File: src/common/ils_pkg.sv
// Purpose: constants for the input link half swap stage
// Assumes: sixteen links of twenty data bits plus one sync bit
// Notes:   mask bit i of a group stands for link (group base + i)
package ils_pkg;
	localparam int NUM_LINKS  = 16;
	localparam int DATA_BITS  = 20;
	localparam int HALF_BITS  = 10;
	localparam int LINK_W     = 21;
	localparam int SYNC_BIT   = 20;
	localparam int GROUP_W    = 8;
	localparam int UPPER_BASE = 8;
	localparam int POS_COUNT  = 4;
	localparam int POS_W      = 2;
	localparam int FIFO_DEPTH = 4;
	localparam int BUS_W      = NUM_LINKS * LINK_W;

	// board wiring swap masks, index 0..3 for board positions 1..4
	localparam logic [7:0] WIRE_UP  [POS_COUNT] =
		'{8'hF4, 8'h82, 8'h20, 8'h02};
	localparam logic [7:0] WIRE_LOW [POS_COUNT] =
		'{8'hD0, 8'hE2, 8'hF0, 8'hD2};
	// left_hand_board correction masks of the front_end_digitizer_board
	localparam logic [7:0] CORR_UP  [POS_COUNT] =
		'{8'h9E, 8'h87, 8'hB3, 8'hD2};
	localparam logic [7:0] CORR_LOW [POS_COUNT] =
		'{8'h86, 8'h64, 8'h54, 8'h94};

	localparam logic [POS_W-1:0] POS_RST = 2'h0;
endpackage : ils_pkg

File: src/rtl/ils_fifo.sv
// Purpose: small word FIFO with valid/ready on both sides
// Assumes: one clock, depth of at least two
// Notes:   ready and valid come from flops to keep paths short
`timescale 1ns/1ns
`default_nettype none
module ils_fifo #(
	parameter int WIDTH = 336,
	parameter int DEPTH = 4
) (
	// clock and reset
	input  wire logic             clk_sys,
	input  wire logic             sys_rst,
	// fill side
	input  wire logic             wrValid,
	output logic                  wrReady,
	input  wire logic [WIDTH-1:0] wrData,
	// drain side
	output logic                  rdValid,
	input  wire logic             rdReady,
	output logic      [WIDTH-1:0] rdData
);
	localparam int AW = $clog2(DEPTH);
	localparam int CW = $clog2(DEPTH + 1);
	localparam logic [CW-1:0] FULL_CNT = CW'(DEPTH);
	localparam logic [AW-1:0] LAST_PTR = AW'(DEPTH - 1);

	logic [WIDTH-1:0] mem [DEPTH];
	logic [AW-1:0]    wrPtr_r, wrPtr_nxt, rdPtr_r, rdPtr_nxt;
	logic [CW-1:0]    count_r, count_nxt;
	logic             rdy_r, rdy_nxt, vld_r, vld_nxt;
	logic             push, pop;

	assign push    = wrValid && rdy_r;
	assign pop     = vld_r && rdReady;
	assign wrReady = rdy_r;
	assign rdValid = vld_r;
	assign rdData  = mem[rdPtr_r];

	always_comb
	begin
		wrPtr_nxt = wrPtr_r;
		rdPtr_nxt = rdPtr_r;
		count_nxt = count_r;
		if (push)
			wrPtr_nxt = (wrPtr_r == LAST_PTR) ? '0 : wrPtr_r + 1'b1;
		if (pop)
			rdPtr_nxt = (rdPtr_r == LAST_PTR) ? '0 : rdPtr_r + 1'b1;
		if (push && !pop)
			count_nxt = count_r + 1'b1;
		else if (pop && !push)
			count_nxt = count_r - 1'b1;
		rdy_nxt = (count_nxt != FULL_CNT);
		vld_nxt = (count_nxt != '0);
	end

	always_ff @(posedge clk_sys or posedge sys_rst)
	begin
		if (sys_rst)
		begin
			wrPtr_r <= '0;
			rdPtr_r <= '0;
			count_r <= '0;
			rdy_r   <= 1'b0;
			vld_r   <= 1'b0;
		end
		else
		begin
			wrPtr_r <= wrPtr_nxt;
			rdPtr_r <= rdPtr_nxt;
			count_r <= count_nxt;
			rdy_r   <= rdy_nxt;
			vld_r   <= vld_nxt;
		end
	end

	// storage needs no reset; validity is tracked by the count
	always_ff @(posedge clk_sys)
	begin
		if (push)
			mem[wrPtr_r] <= wrData;
	end
endmodule : ils_fifo
`default_nettype wire

File: src/rtl/ils_half_swap.sv
// Purpose: per-link half word swap of deserialized input links
// Assumes: boardPos is static, synchronous to clk_sys
// Notes:   swap is applied at FIFO entry, ahead of any multiplexing
//
// Overview of operation
// RQ1: position one swaps upper links 14,13,11,9 (0x6A), lower 6,4,2,1 (0x56).
// RQ2: position two swaps upper links 10,8 (0x05), lower 7,2,1 (0x86).
// RQ3: position three swaps upper 15,12,9,8 (0x93), lower 7,5,2 (0xA4).
// RQ4: position four swaps upper 15,14,12 (0xD0), lower 6,2,1 (0x46).
// RQ5: effective mask is wiring mask XOR left_hand_board correction mask.
// RQ6: swap exchanges low and high ten data bits; sync bit stays put.
// RQ7: swap happens on input data before any downstream multiplexing.
// RQ8: swapping depends on link index and board position.
// RQ9: mask MSB is highest link of group, LSB is lowest.
`timescale 1ns/1ns
`default_nettype none
module ils_half_swap #(
	parameter int DEPTH = ils_pkg::FIFO_DEPTH
) (
	// clock and reset
	input  wire logic                      clk_sys,
	input  wire logic                      sys_rst,
	// board position within the sector, 0..3 for boards 1..4
	input  wire logic [ils_pkg::POS_W-1:0] boardPos,
	// deserialized links, link k at bits [k*21 +: 21]
	input  wire logic                      inValid,
	output logic                           inReady,
	input  wire logic [ils_pkg::BUS_W-1:0] inData,
	// swapped links toward the multiplexer
	output logic                           outValid,
	input  wire logic                      outReady,
	output logic      [ils_pkg::BUS_W-1:0] outData
);
	import ils_pkg::*;

	logic [POS_W-1:0]     pos_r, pos_nxt;
	logic [GROUP_W-1:0]   upMask, lowMask;
	logic [NUM_LINKS-1:0] effMask;
	logic [BUS_W-1:0]     swapData;
	logic                 fifoValid, fifoReady, fifoTake;
	logic [BUS_W-1:0]     fifoData;
	logic                 outValid_r, outValid_nxt;
	logic [BUS_W-1:0]     outData_r, outData_nxt;

	// wiring and correction cancel where both apply [RQ5]
	// table indexed by board position [RQ8] [RQ1] [RQ2] [RQ3] [RQ4]
	assign upMask  = WIRE_UP[pos_r] ^ CORR_UP[pos_r];
	assign lowMask = WIRE_LOW[pos_r] ^ CORR_LOW[pos_r];
	// mask bit i of a group drives link base+i [RQ9]
	assign effMask = {upMask, lowMask};

	// one swap unit per link [RQ8]
	genvar k;
	generate
		for (k = 0; k < NUM_LINKS; k++)
		begin : g_link
			logic [LINK_W-1:0] raw;
			assign raw = inData[k*LINK_W +: LINK_W];
			// halves exchanged, sync bit passes untouched [RQ6]
			assign swapData[k*LINK_W +: LINK_W] = effMask[k] ?
				{raw[SYNC_BIT], raw[HALF_BITS-1:0],
				 raw[DATA_BITS-1:HALF_BITS]} : raw;
		end
	endgenerate

	// registered so one word never sees a mask split between positions;
	// costs one cycle of lag, so hold boardPos steady before traffic
	always_comb
	begin
		pos_nxt = boardPos;
	end

	always_ff @(posedge clk_sys or posedge sys_rst)
	begin
		if (sys_rst)
			pos_r <= POS_RST;
		else
			pos_r <= pos_nxt;
	end

	// swapped words enter the buffer; nothing unswapped goes past [RQ7]
	ils_fifo #(
		.WIDTH (BUS_W),
		.DEPTH (DEPTH)
	) u_fifo (
		.clk_sys (clk_sys),
		.sys_rst (sys_rst),
		.wrValid (inValid),
		.wrReady (fifoReady),
		.wrData  (swapData),
		.rdValid (fifoValid),
		.rdReady (fifoTake),
		.rdData  (fifoData)
	);

	assign inReady = fifoReady;

	// output register; downstream stall backs up into the FIFO
	assign fifoTake = !outValid_r || outReady;

	always_comb
	begin
		outValid_nxt = outValid_r;
		outData_nxt  = outData_r;
		if (fifoTake)
		begin
			outValid_nxt = fifoValid;
			if (fifoValid)
				outData_nxt = fifoData;
		end
	end

	always_ff @(posedge clk_sys or posedge sys_rst)
	begin
		if (sys_rst)
		begin
			outValid_r <= 1'b0;
			outData_r  <= '0;
		end
		else
		begin
			outValid_r <= outValid_nxt;
			outData_r  <= outData_nxt;
		end
	end

	assign outValid = outValid_r;
	assign outData  = outData_r;

	// checks

	// taps on the lowest, second and highest link
	logic [LINK_W-1:0] link0In, link0Sw, link15In, link15Sw;
	logic [LINK_W-1:0] link1In, link1Sw;
	assign link0In  = inData[0 +: LINK_W];
	assign link0Sw  = swapData[0 +: LINK_W];
	assign link1In  = inData[LINK_W +: LINK_W];
	assign link1Sw  = swapData[LINK_W +: LINK_W];
	assign link15In = inData[15*LINK_W +: LINK_W];
	assign link15Sw = swapData[15*LINK_W +: LINK_W];
endmodule : ils_half_swap
`default_nettype wire

File: config.mk
export PLATFORM = sky130hd
export DESIGN_NAME = ils_half_swap
export DESIGN_NICKNAME = d
export VERILOG_FILES = /design/src/common/ils_pkg.sv /design/src/rtl/ils_fifo.sv /design/src/rtl/ils_half_swap.sv
export SDC_FILE = /design/constraint.sdc
export NUM_CORES = 2
export LEC_CHECK = 0
export CORE_AREA = 8 8 439 441
export CTS_CLUSTER_DIAMETER = 40
export DETAILED_ROUTE_END_ITERATION = 8
export DIE_AREA = 0 0 447 449
export DONT_BUFFER_PORTS = 1
export REMOVE_ABC_BUFFERS = 1
export SETUP_SLACK_MARGIN = 0.4
export SYNTH_ARGS = -nofsm -noshare
export SYNTH_HDL_FRONTEND = slang
export SYNTH_SLANG_ARGS = --single-unit
File: constraint.sdc
create_clock -name clk_sys -period 14.5 [get_ports clk_sys]
set_clock_uncertainty 0.2 [all_clocks]
set_input_delay 1.45 -clock clk_sys [delete_from_list [all_inputs] [get_ports clk_sys]]
set_output_delay 1.45 -clock clk_sys [all_outputs]
set_load 0.005 [all_outputs]
==> results.cfg <==
[logic_synthesis]
async_flop_share = 0.2057
synth_warnings = 0
synth_compound_area_frac = 0.001104
yosys.area_share.simple = 0.005403
synthMuxAreaShare = 0.2179
synth_area_leaders = edfxtp_1 (62%), dfrtp_1 (13%), mux4_2 (12%)
synthesis.instances = 2860
synthAdderAreaFrac = 0.002324
yosys-top-cells-count = edfxtp_1 (1344), mux2_2 (578), dfrtp_1 (348)
synth-xor-area-share = 0.0001356
synth_top_area_share = 0.6247
ys_seq_area_frac = 0.7595
synth_edf_count = 1344
yosysTopAreaCell = edfxtp_1
synth_area_um2 = 64610
yosys_register_bits = 1692
yosysMostFrequentCell = edfxtp_1
synth_top_family_by_area = multiplexers
yosys_most_used_dff = edfxtp_1
yosys.cell_types.count = 28
syn_area_per_cell_um2 = 22.59

[power]
seqPwrFrac = 0.451
pwr-share-clk = 0.356
p_comb_frac = 0.193
peakVddDrop_uv = 121.8
p_int_w = 0.01183
p_sw_frac = 0.2825
p_per_area_nw_per_um2 = 217.7
p_leak_nw = 25.36
net-switching-power_w = 0.004657

[critical_path]
critPathSlowestCell = buf_4
path_common_cell = buf_4
path_cells = inv_1 > ha_1 > and3_4 > buf_4 > buf_4 > buf_4
cp_slowest_stage_delay_ps = 860
start_kind = flip-flop
end_kind = flip-flop
critical_path_class = flip-flop to flip-flop
cp.arrival_ps = 4620
cp_max_fo = 59
cp.required_ps = 14750

[timing]
final_hold_viol_count = 0
slew_violations = 0
min_period_ps = 4366
max_slew_margin = 0.2952
clock.fmax_ghz = 0.2291
finalCritPeriodShare = 0.3011
worstMarginPinSlew_ps = 1057
rsz0062_at_grt = false
tns_ps = 0
setup_violations = 0

[detailed_routing]
dr.pass1.iters = 5
vias_per_cell = 4.942
wl_um = 149200
vias = 28290
dr.first_iter.drc_count = 1441
drtAntennaViolNets = 0
wl_per_cell_um = 26.07
drc_errors = 0

[place]
routabilityCongestion = 0.7259
dp.final_hpwl_um = 91590
dpl-instance-area_um2 = 67380
portBuffers = 0

[layout]
final_net_count = 3355
design_area_um2 = 75700
layout-drive-gt1-share = 0.4279
area_growth_syn_to_layout_pct = 17.17

[floorplan]
start_util = 0.3470
io_pins = 680
die-area_um2 = 200700
chipHeight_um = 449
rows = 159
coreArea_um2 = 186200
die_w_um = 447

[clock_tree]
cts_tree = done
clock-root-buffer = clkbuf_16
postCtsSetupBuffers = 0
clk_pin_slew_worst_paths_ps = 60
cts_buffers = 232
cts_buffer_depth = 3
hold_buffers = 0
insertion_delay_ps = 860
cts_resized = 0
htree_levels = 4
cts_sinks = 1692

[hold_path]
hp-class = input pin to async pin

[global_route]
grt_pass1_wl_um = 212800
antenna_found_initial = 12
grt_usage = 0.1440
grt_overflow_total = 0
grt_max_degree = 119
grt_pass1_vias = 29600

[run]
maxCapViolations = 0

[run_status]
status = finished, final reports clean
==> final cells by class <==
class,count,area [um^2]
Clock inverter,161,2042
Antenna cell,18,45.04
Inverter,7,33.78
Sequential cell,1692,49080
Fill cell,16380,110500
Clock buffer,283,6230
Timing Repair Buffer,48,447.9
Multi-Input combinational cell,1020,14710
Tap cell,2495,3122
==> per-layer routing <==
layer	global-route usage	wire [um]
met1	0.1624	54440
met2	0.2462	77180
met3	0.05472	12040
met4	0.05760	5542
met5	0	13
==> layout by cell type, fill, tap and decap left out, types with 21 or more instances in the layout <==
master     instances
buf_4             41
bufinv_16         26
clkbuf_1          30
clkbuf_16        234
clkinv_2          21
clkinv_4          21
dfrtp_1          345
edfxtp_1        1344
inv_6             30
mux2_2           578
mux4_2           336
nand2_1           62
==> power by group through the flow <==
stage,sequential [W],clock [W],combinational [W]
floorplan,0.00762,0,0.00338
detailed placement,0.00759,0,0.00329
global route,0.00757,0.00620,0.00346
finish,0.00744,0.00586,0.00318
global placement,0.00755,0,0.00325
CTS,0.00750,0.00600,0.00330
==> flip-flops by register name (all words and copies together) (netlist names) <==
name            cells
outData           336
u_fifo.count_r      3
u_fifo.rdPtr_r      2
pos_r               2
outValid            1
u_fifo.wrReady      1
u_fifo.mem       1344
u_fifo.wrPtr_r      2
u_fifo.rdValid      1
==> cell families after synthesis <==
group,after synthesis
AO/OA/AOI/OAI,10
XOR/XNOR,1
multiplexers,914
adder cells (fa/ha/maj),12
buffers and inverters,148
flip-flops,1692
AND/OR/NAND/NOR,83
==> critical path: cells and delay by family, from the launching register on <==
kind,cells,cell delay (ps)
flops,1,420
buf+inv,4,2350
simple gates,1,640
fa+ha+maj,1,150
==> worst paths after layout <==
kind	slack (ps)	from	end	cells after the start
worst max-delay path	10130	u_fifo.wrPtr_r[0]	u_fifo.mem[0][160]	6
worst min-delay path	260	sys_rst	outData[118]	1
worst max register to register	10130	u_fifo.wrPtr_r[0]	u_fifo.mem[0][160]	6
worst min register to register	340	outData[53]	outData[53]	1
max in group asynchronous	11840	sys_rst	outData[292]	3
min in group clk_sys	340	outData[53]	outData[53]	1
==> metrics by stage <==
| stage | util | setup WS, ps | std cells | hold WS [ps] | power, W |
|---|---|---|---|---|---|
| detailed placement | 0.3619 | 9262 | 5262 | 330.8 | 0.01088 |
| global route | 0.4065 | 9898 | 5720 | 214.1 | 0.01722 |
| CTS | 0.4063 | 10050 | 5706 | 181.6 | 0.01680 |
| finish | 0.4065 | 10130 | 5724 | 255.2 | 0.01648 |
| floorplan | - | 329.5 | 2719 | 304.5 | 0.01100 |
| global placement | 0.3619 | 9262 | 5262 | 324.9 | 0.01080 |
Note: power is estimated with default switching activity, not from simulation.
